`src/rtl/pssq_cfg.svh`:
```
// Purpose: constants of the paging packet sequencer
// Assumes: one block holds eight word positions in each phase
// Notes:   definitions only
`ifndef PSSQ_CFG_SVH
`define PSSQ_CFG_SVH
`define PSSQ_POS_W 7
`define PSSQ_DATA_W 21
`define PSSQ_AUX_W 14
`define PSSQ_SLOT_W 3
`define PSSQ_SLOTS 8
`define PSSQ_LAST_SLOT 3'h7
`define PSSQ_FIRST_POS 7'h00
`define PSSQ_NPH_6400 2'h3
`define PSSQ_NPH_3200 2'h1
`define PSSQ_NPH_1600 2'h0
`define PSSQ_FIFO_DEPTH 2
`endif

```
`src/rtl/pssq_pkg.sv`:
```
// Purpose: types of the paging packet sequencer
// Assumes: constants come from pssq_cfg.svh
// Notes:   word and packet carriers are packed structs
`include "pssq_cfg.svh"
package pssq_pkg;
   // kind of a decoded word and of a packet
   typedef enum logic [2:0] {
      PSSQ_K_IDLE = 3'h0,
      PSSQ_K_BIW = 3'h1,
      PSSQ_K_ADDR = 3'h2,
      PSSQ_K_LADDR1 = 3'h3,
      PSSQ_K_LADDR2 = 3'h4,
      PSSQ_K_VEC = 3'h5,
      PSSQ_K_LVEC = 3'h6,
      PSSQ_K_MSG = 3'h7
   } pssq_kind_e;
   // signal rate selects the phase count
   typedef enum logic [1:0] {
      PSSQ_R1600 = 2'h0,
      PSSQ_R3200 = 2'h1,
      PSSQ_R6400 = 2'h2
   } pssq_rate_e;
   // walker states
   typedef enum logic [0:0] {
      PSSQ_COLLECT,
      PSSQ_WALK
   } pssq_state_e;
   // one decoded word from the frame decoder
   typedef struct packed {
      pssq_kind_e kind;
      logic [1:0] phase;
      logic [`PSSQ_POS_W-1:0] word_position;
      logic [`PSSQ_DATA_W-1:0] data;
      logic [`PSSQ_AUX_W-1:0] aux;
      logic block_end;
   } pssq_word_s;
   // one packet toward the host port
   typedef struct packed {
      pssq_kind_e kind;
      logic [1:0] phase;
      logic [`PSSQ_POS_W-1:0] word_position;
      logic [2*`PSSQ_DATA_W-1:0] data;
      logic [`PSSQ_AUX_W-1:0] aux;
   } pssq_pkt_s;
endpackage : pssq_pkg

```
`src/rtl/pssq_sequencer.sv`:
```
// Purpose: orders and forms host packets from one received block at a time
// Assumes: the decoder marks each word's kind, phase and position and flags the last word of a block
// Notes:   words are gathered per block, then walked phase by phase in ascending position
`timescale 1ns/1ps
`default_nettype none
`include "pssq_cfg.svh"

// Functional notes
// gather a whole block, then emit phase A fully before later phases.
// drop the block info word at word position zero of every phase.
// forward other block info words only when reporting is enabled.
// walk four phases at 6400, two at 3200, one at 1600 bps.
// send an address packet per short address; its vector follows later.
// address packet carries the word position of its vector.
// vector packet carries the word position range of its message words.
// merge both long address words into one long address packet.
// word after a long vector is sent as the first message packet; not done for a vector at a phase's last slot.
// each message packet carries one word with its position and phase.
// host links address, vector and message packets by word position.
// host may use block info packets for time setting.
// within one phase of a block, packets follow ascending word position.
module pssq_sequencer import pssq_pkg::*; (
   // clock and reset
   input wire logic ref_clk,
   input wire logic reset_n,
   // configuration
   input wire logic biw_report_en,
   input wire pssq_rate_e rate,
   // decoded word stream
   input wire logic word_valid,
   output logic word_ready,
   input wire pssq_word_s word_in,
   // packet stream toward the host port
   output logic pkt_valid,
   input wire logic pkt_ready,
   output pssq_pkt_s pkt_out
);
   ////////////////////////////////////////////////////////////////////////
   logic rst_meta_q;
   logic rst_n_q;
   pssq_state_e state_q;
   pssq_word_s slot_mem [0:4*`PSSQ_SLOTS-1];
   logic [4*`PSSQ_SLOTS-1:0] slot_ok_q;
   logic [4:0] walk_idx_q;
   logic [1:0] nph;
   logic walk_last;
   pssq_word_s cur;
   logic cur_ok;
   logic [`PSSQ_DATA_W-1:0] laddr_hi_q;
   logic lmsg_next_q;
   logic push;
   pssq_pkt_s push_pkt;
   logic emit;
   logic fifo_in_ready;
   pssq_pkt_s fifo_mem [0:`PSSQ_FIFO_DEPTH-1];
   logic wr_ptr_q;
   logic rd_ptr_q;
   logic [1:0] count_q;
   logic pop;

   // slot index of a word inside the block store
   function automatic logic [4:0] slot_of(input logic [1:0] ph, input logic [`PSSQ_POS_W-1:0] pos);
      slot_of = {ph, pos[`PSSQ_SLOT_W-1:0]};
   endfunction : slot_of

   ////////////////////////////////////////////////////////////////////////
   // reset release through two flip-flops
   always_ff @(posedge ref_clk or negedge reset_n) begin
      if (!reset_n) begin
         rst_meta_q <= 1'b0;
         rst_n_q <= 1'b0;
      end else begin
         rst_meta_q <= 1'b1;
         rst_n_q <= rst_meta_q;
      end
   end

   // index of the last walked phase from the signal rate
   always_comb begin
      unique case (rate)
         PSSQ_R6400: nph = `PSSQ_NPH_6400;
         PSSQ_R3200: nph = `PSSQ_NPH_3200;
         default: nph = `PSSQ_NPH_1600;
      endcase
   end

   assign word_ready = (state_q == PSSQ_COLLECT);
   assign cur = slot_mem[walk_idx_q];
   assign cur_ok = slot_ok_q[walk_idx_q];
   assign walk_last = (walk_idx_q[4:3] == nph) && (walk_idx_q[2:0] == `PSSQ_LAST_SLOT);
   assign emit = (state_q == PSSQ_WALK) && fifo_in_ready;

   ////////////////////////////////////////////////////////////////////////
   // block store: gather words during collect, clear after the walk
   always_ff @(posedge ref_clk) begin
      if (word_valid && word_ready) begin
         slot_mem[slot_of(word_in.phase, word_in.word_position)] <= word_in;
      end
   end

   always_ff @(posedge ref_clk or negedge rst_n_q) begin
      if (!rst_n_q) begin
         slot_ok_q <= '0;
      end else if (word_valid && word_ready) begin
         slot_ok_q[slot_of(word_in.phase, word_in.word_position)] <= 1'b1;
      end else if (emit && walk_last) begin
         slot_ok_q <= '0;
      end
   end

   // walker: one block at a time, phase by phase, ascending slot
   always_ff @(posedge ref_clk or negedge rst_n_q) begin
      if (!rst_n_q) begin
         state_q <= PSSQ_COLLECT;
         walk_idx_q <= '0;
      end else begin
         unique case (state_q)
            PSSQ_COLLECT: begin
               if (word_valid && word_in.block_end) begin
                  state_q <= PSSQ_WALK;
                  walk_idx_q <= '0;
               end
            end
            PSSQ_WALK: begin
               if (emit) begin
                  walk_idx_q <= walk_idx_q + 5'h01;
                  if (walk_last) begin
                     state_q <= PSSQ_COLLECT;
                  end
               end
            end
         endcase
      end
   end

   ////////////////////////////////////////////////////////////////////////
   // packet forming for the slot under the walker
   always_comb begin
      push = 1'b0;
      push_pkt = '0;
      push_pkt.kind = cur.kind;
      push_pkt.phase = cur.phase;
      push_pkt.word_position = cur.word_position;
      push_pkt.data = {{`PSSQ_DATA_W{1'b0}}, cur.data};
      push_pkt.aux = cur.aux;
      if (emit && cur_ok) begin
         if (lmsg_next_q) begin
            push = 1'b1;
            push_pkt.kind = PSSQ_K_MSG;
         end else begin
            unique case (cur.kind)
               PSSQ_K_BIW: push = biw_report_en && (cur.word_position != `PSSQ_FIRST_POS);
               PSSQ_K_ADDR, PSSQ_K_VEC, PSSQ_K_LVEC, PSSQ_K_MSG: push = 1'b1;
               PSSQ_K_LADDR2: begin
                  push = 1'b1;
                  push_pkt.data = {laddr_hi_q, cur.data};
               end
               default: push = 1'b0;
            endcase
         end
      end
   end

   // long address first word and long vector follow-on
   always_ff @(posedge ref_clk or negedge rst_n_q) begin
      if (!rst_n_q) begin
         laddr_hi_q <= '0;
         lmsg_next_q <= 1'b0;
      end else if (emit) begin
         if (cur_ok && !lmsg_next_q && cur.kind == PSSQ_K_LADDR1) begin
            laddr_hi_q <= cur.data;
         end
         // the follow-on word stays inside the phase; a vector at a phase's last slot has none here
         lmsg_next_q <= cur_ok && !lmsg_next_q && (cur.kind == PSSQ_K_LVEC) && (walk_idx_q[2:0] != `PSSQ_LAST_SLOT);
      end
   end

   ////////////////////////////////////////////////////////////////////////
   // two-entry packet buffer; a stalled host holds the walker
   assign fifo_in_ready = (count_q != 2'h2);
   assign pkt_valid = (count_q != 2'h0);
   assign pkt_out = fifo_mem[rd_ptr_q];
   assign pop = pkt_valid && pkt_ready;

   always_ff @(posedge ref_clk) begin
      if (push) begin
         fifo_mem[wr_ptr_q] <= push_pkt;
      end
   end

   always_ff @(posedge ref_clk or negedge rst_n_q) begin
      if (!rst_n_q) begin
         wr_ptr_q <= 1'b0;
         rd_ptr_q <= 1'b0;
         count_q <= 2'h0;
      end else begin
         wr_ptr_q <= wr_ptr_q ^ push;
         rd_ptr_q <= rd_ptr_q ^ pop;
         count_q <= count_q + {1'b0, push} - {1'b0, pop};
      end
   end

   ////////////////////////////////////////////////////////////////////////
   // checks on the packet order and content
   logic [1:0] last_ph_q;
   logic [`PSSQ_POS_W-1:0] last_pos_q;
   logic any_q;
   always_ff @(posedge ref_clk or negedge rst_n_q) begin
      if (!rst_n_q) begin
         last_ph_q <= '0;
         last_pos_q <= '0;
         any_q <= 1'b0;
      end else if (state_q == PSSQ_COLLECT) begin
         any_q <= 1'b0;
      end else if (push) begin
         last_ph_q <= push_pkt.phase;
         last_pos_q <= push_pkt.word_position;
         any_q <= 1'b1;
      end
   end

   // previous visited slot and long vector follow-on, judged from what was sent
   logic prev_laddr1_q;
   logic [`PSSQ_DATA_W-1:0] prev_data_q;
   logic after_lvec_q;
   always_ff @(posedge ref_clk or negedge rst_n_q) begin
      if (!rst_n_q) begin
         prev_laddr1_q <= 1'b0;
         prev_data_q <= '0;
         after_lvec_q <= 1'b0;
      end else if (emit) begin
         prev_laddr1_q <= cur_ok && !after_lvec_q && (cur.kind == PSSQ_K_LADDR1);
         prev_data_q <= cur.data;
         after_lvec_q <= push && (push_pkt.kind == PSSQ_K_LVEC)
            && (push_pkt.word_position[`PSSQ_SLOT_W-1:0] != `PSSQ_LAST_SLOT);
      end
   end

   a_biw_zero_dropped: assert property (@(posedge ref_clk) disable iff (!rst_n_q)
      push |-> !(push_pkt.kind == PSSQ_K_BIW && push_pkt.word_position == `PSSQ_FIRST_POS))
      else $error("leading block info word forwarded");
   a_biw_report_gate: assert property (@(posedge ref_clk) disable iff (!rst_n_q)
      push && push_pkt.kind == PSSQ_K_BIW |-> biw_report_en)
      else $error("block info packet while reporting disabled");
   a_phase_order: assert property (@(posedge ref_clk) disable iff (!rst_n_q)
      push && any_q |-> push_pkt.phase >= last_ph_q)
      else $error("phase order broken");
   a_position_order: assert property (@(posedge ref_clk) disable iff (!rst_n_q)
      push && any_q && push_pkt.phase == last_ph_q |-> push_pkt.word_position > last_pos_q)
      else $error("word position order broken");
   a_phase_count: assert property (@(posedge ref_clk) disable iff (!rst_n_q)
      push |-> push_pkt.phase <= nph)
      else $error("phase beyond rate");
   a_long_addr_pair: assert property (@(posedge ref_clk) disable iff (!rst_n_q)
      push && push_pkt.kind == PSSQ_K_LADDR2 |-> prev_laddr1_q
         && push_pkt.data[2*`PSSQ_DATA_W-1:`PSSQ_DATA_W] == prev_data_q)
      else $error("long address halves not merged");
   a_long_vec_msg: assert property (@(posedge ref_clk) disable iff (!rst_n_q)
      emit && cur_ok && after_lvec_q |-> push && push_pkt.kind == PSSQ_K_MSG)
      else $error("word after long vector not sent as message");
   a_stall_holds: assert property (@(posedge ref_clk) disable iff (!rst_n_q)
      pkt_valid && !pkt_ready |=> pkt_valid && $stable(pkt_out))
      else $error("packet lost under stall");

   c_block_walked: cover property (@(posedge ref_clk) disable iff (!rst_n_q)
      state_q == PSSQ_WALK ##1 state_q == PSSQ_COLLECT);
   c_long_vector: cover property (@(posedge ref_clk) disable iff (!rst_n_q)
      push && push_pkt.kind == PSSQ_K_LVEC);
   c_buffer_full: cover property (@(posedge ref_clk) disable iff (!rst_n_q)
      count_q == 2'h2 && !pkt_ready);
endmodule : pssq_sequencer
`default_nettype wire

```
`config.mk`:
```
export PLATFORM = sky130hd
export DESIGN_NAME = pssq_sequencer
export DESIGN_NICKNAME = d
export VERILOG_FILES = /design/src/rtl/pssq_pkg.sv /design/src/rtl/pssq_sequencer.sv
export VERILOG_INCLUDE_DIRS = /design/src /design/src/rtl
export SDC_FILE = /design/constraint.sdc
export NUM_CORES = 1
export LEC_CHECK = 0
export ABC_AREA = 0
export BUFFER_PORTS_ARGS = -buffer_cell sky130_fd_sc_hd__buf_2
export CORE_MARGIN = 10
export CORE_UTILIZATION = 50
export DETAILED_ROUTE_END_ITERATION = 8
export GPL_ROUTABILITY_DRIVEN = 0
export GPL_TIMING_DRIVEN = 1
export PLACE_DENSITY_LB_ADDON = 0.2
export SLEW_MARGIN = 20
export SYNTH_ARGS = -nofsm -noshare
export SYNTH_HDL_FRONTEND = slang
export SYNTH_SLANG_ARGS = --single-unit
```
`constraint.sdc`:
```
create_clock -name ref_clk -period 5.5 [get_ports ref_clk]
set_input_delay 0.275 -clock ref_clk [delete_from_list [all_inputs] [get_ports ref_clk]]
set_output_delay 0.275 -clock ref_clk [all_outputs]
set_load 0.1 [all_outputs]
```
==> flow_metrics.tcl <==
set metrics [dict create \
    synthTopCellsByArea "edfxtp_1, mux4_2, dfrtp_1, mux2_2, nand2_1" \
    io_buffers 124 \
    hold_viol 0 \
    pin_count 125 \
    critPathArrivalTime_ns 4.96 \
    grt_pass1_vias 31740 \
    layout_commonest_cell "edfxtp_1" \
    power_uw 37610 \
    fin_skew_ns 0.02590 \
    p_leak_uw 0.02372 \
    mostFrequentLayoutCells "edfxtp_1, mux4_2, clkbuf_16, nand2_1, buf_2" \
    highest_layer "met5" \
    cts-buffers-inserted 169 \
    yosysSeqAreaShare 0.7801 \
    post-route-min-period_ns 4.500 \
    clock_path_buffers 3 \
    htree_num_levels 4 \
    grt_antenna_before_repair 4 \
    tightest_slew_ns 1.108 \
    clk_pin_slew_ns 0.06 \
    synth_edf_count 1640 \
    relSlewSlack 0.2614 \
    ys_dominant_reg_cell "edfxtp_1" \
    netlist_area_um2 65240 \
    clock_sinks 1706 \
    r2r_slack_ns 1.00 \
    drv_slew 0 \
    synth_cell_types 63 \
    met1_length_mm 66.96 \
    peakVddDrop_mv 0.4736 \
    avgSynthCellArea_um2 23.23 \
    rows 132 \
    vias_per_cell 6.173 \
    timing_worst_setup_path_type "flop to flop" \
    setup_viol 0 \
    layout-drive-gt1-share 0.3162 \
    drt-total-wl_mm 161.1 \
    outcome "finished, final reports clean" \
    area_growth_pct 13.95 \
    gr-usage-all-layers 0.2205 \
    yosys_register_bits 1706 \
    dr.first_iter.drc_count 3810 \
    drc 0 \
    endpoint_kind "flop" \
    die-area_um2 145300 \
    die_y_um 381.2 \
    post_cts_buffers 0 \
    syn_nets 2871 \
    drt-wirelength-per-cell_um 32.24 \
    maxCapViolations 0 \
    dr_wl_met3_mm 11.80 \
    reg2regPathDepth 8 \
    core_area_um2 129600 \
    grt_max_degree 117 \
    clock_latency_ns 0.81 \
    finalWorstSetupSlack_ns 1.000 \
    synth_area_leader_cell "edfxtp_1" \
    ant_nets 0 \
    hold_buffers 48 \
    final_nets 3168 \
    max_freq_ghz 0.2222 \
    vias 30850 \
    hp-class "input pin to flop" \
    gr-total-overflow 0 \
    cellPowerDensity_nw_per_um2 505.8 \
    place_ws_ns 1.007 \
    required_ns 5.96 \
    fin_crit_sh 0.8181 \
    first_pass_iters 6 \
    dpl.hpwl_mm 86.40 \
    grt_pass1_wl_mm 231.9 \
    cp-start-kind "flop" \
    routed-wl-met2_mm 78.57 \
    netlist_instances 2809 \
    yosys_warnings 0 \
    start_util 0.5032 \
    rsz0062_at_grt "false" \
    fin_setup_tns_ns 0 \
    cts_resized 0 \
    path_max_fanout 54 \
    cts-root-buf "clkbuf_16" \
    die_w_um 381.2 \
    holdPathStages 1 \
    postSynth.asyncResetShare 0.03869 \
    synth_top_area_share 0.7548 \
    cts_tree "yes" \
]
-- metal layers --
| metal | GRT usage | vias up |
|---|---|---|
| met5 | 0 | - |
| met4 | 0.06002 | 2 |
| met3 | 0.04041 | 246 |
| met2 | 0.3509 | 1319 |
| met1 | 0.3149 | 16820 |
| li1 | - | 12470 |
-- metrics by stage --
stage | instances | utilization | hold slack [ns] | cell area (µm²)
CTS | 4993 | 0.5733 | 0.002202 | 74330
detailed placement | 4629 | 0.5280 | 0.06110 | 68460
global route | 4994 | 0.5734 | 0.06346 | 74340
finish | 4997 | 0.5734 | 0.05784 | 74340
floorplan | 2809 | - | -0.02059 | 65240
global placement | 4629 | 0.5280 | 0.05989 | 68460
-- cell usage after synthesis (all sizes together) (4+ instances only) --
library cell     n
a211o            7
a21oi            4
a221oi           4
a22o             6
a22oi            9
and2            31
and3             4
buf            103
clkbuf          36
dfrtp           66
edfxtp        1640
ha               7
inv             11
mux2            99
mux2i           46
mux4           435
nand2          133
nand3           11
nand3b           5
nand4            5
nor2            46
nor2b            6
o21a            35
o21ai            4
o221ai           6
xnor2            4
-- state kept, by name, summed over array words and instances (netlist names) --
name / cells
count_q: 2
fifo_mem: 136
laddr_hi_q: 21
lmsg_next_q: 1
rd_ptr_q: 1
rst_meta_q: 1
rst_n_q: 1
slot_mem: 1504
slot_ok_q: 32
state_q: 1
walk_idx_q: 5
wr_ptr_q: 1
-- path summary, 6_finish.rpt --
check	end	startpoint
max in group asynchronous	walk_idx_q[4]$_DFFE_PN0P_	rst_n_q$_DFF_PN0_
min in group asynchronous	rst_meta_q$_DFF_PN0_	reset_n
worst max register to register	fifo_mem[0][5]$_DFFE_PP_	walk_idx_q[0]$_DFFE_PN0P_
worst min register to register	rst_n_q$_DFF_PN0_	rst_meta_q$_DFF_PN0_
worst max-delay path	fifo_mem[0][5]$_DFFE_PP_	walk_idx_q[0]$_DFFE_PN0P_
worst min-delay path	slot_mem[28][37]$_DFFE_PP_	word_in[37]
-- power by group --
part	internal (µW)	switching, µW	leakage [µW]
Combinational	4220	6460	0.00550
Sequential	15200	602	0.0156
Clock	6250	4900	0.00261
-- worst max-delay path, stage by stage (launching register included) --
cell and delay [ns]:
dfrtp_4 1.11, mux4_1 0.63, nor2b_1 0.14, a2111oi_0 0.64, nor4_1 0.22, o21ai_0 0.23, a32o_1 0.30, ha_4 0.42
buf_4 0.42
-- layout make-up --
| type | instances | area (µm²) |
|---|---|---|
| Tap cell | 1742 | 2180 |
| Timing Repair Buffer | 265 | 1966 |
| Inverter | 12 | 45.04 |
| Clock inverter | 99 | 942.2 |
| Clock buffer | 217 | 4449 |
| Multi-Input combinational cell | 952 | 13830 |
| Sequential cell | 1706 | 50920 |
| Antenna cell | 4 | 10.01 |
| Fill cell | 9297 | 55310 |
-- logic make-up (layout without fill, tap and decap cells) --
kind of cell             after synthesis  count (layout)  share of synthesized area
buffers and inverters                151             593                    0.01197
multiplexers                         580             580                     0.1755
AND/OR/NAND/NOR                      259             259                    0.01828
flip-flops                          1706            1706                     0.7801
XOR/XNOR                               7               7                  0.0009397
AO/OA/AOI/OAI                         98              98                    0.01177
adder cells (fa/ha/maj)                7               7                   0.001342
other                                  1               5                 0.00005748
(Power assumes the default switching activity.)
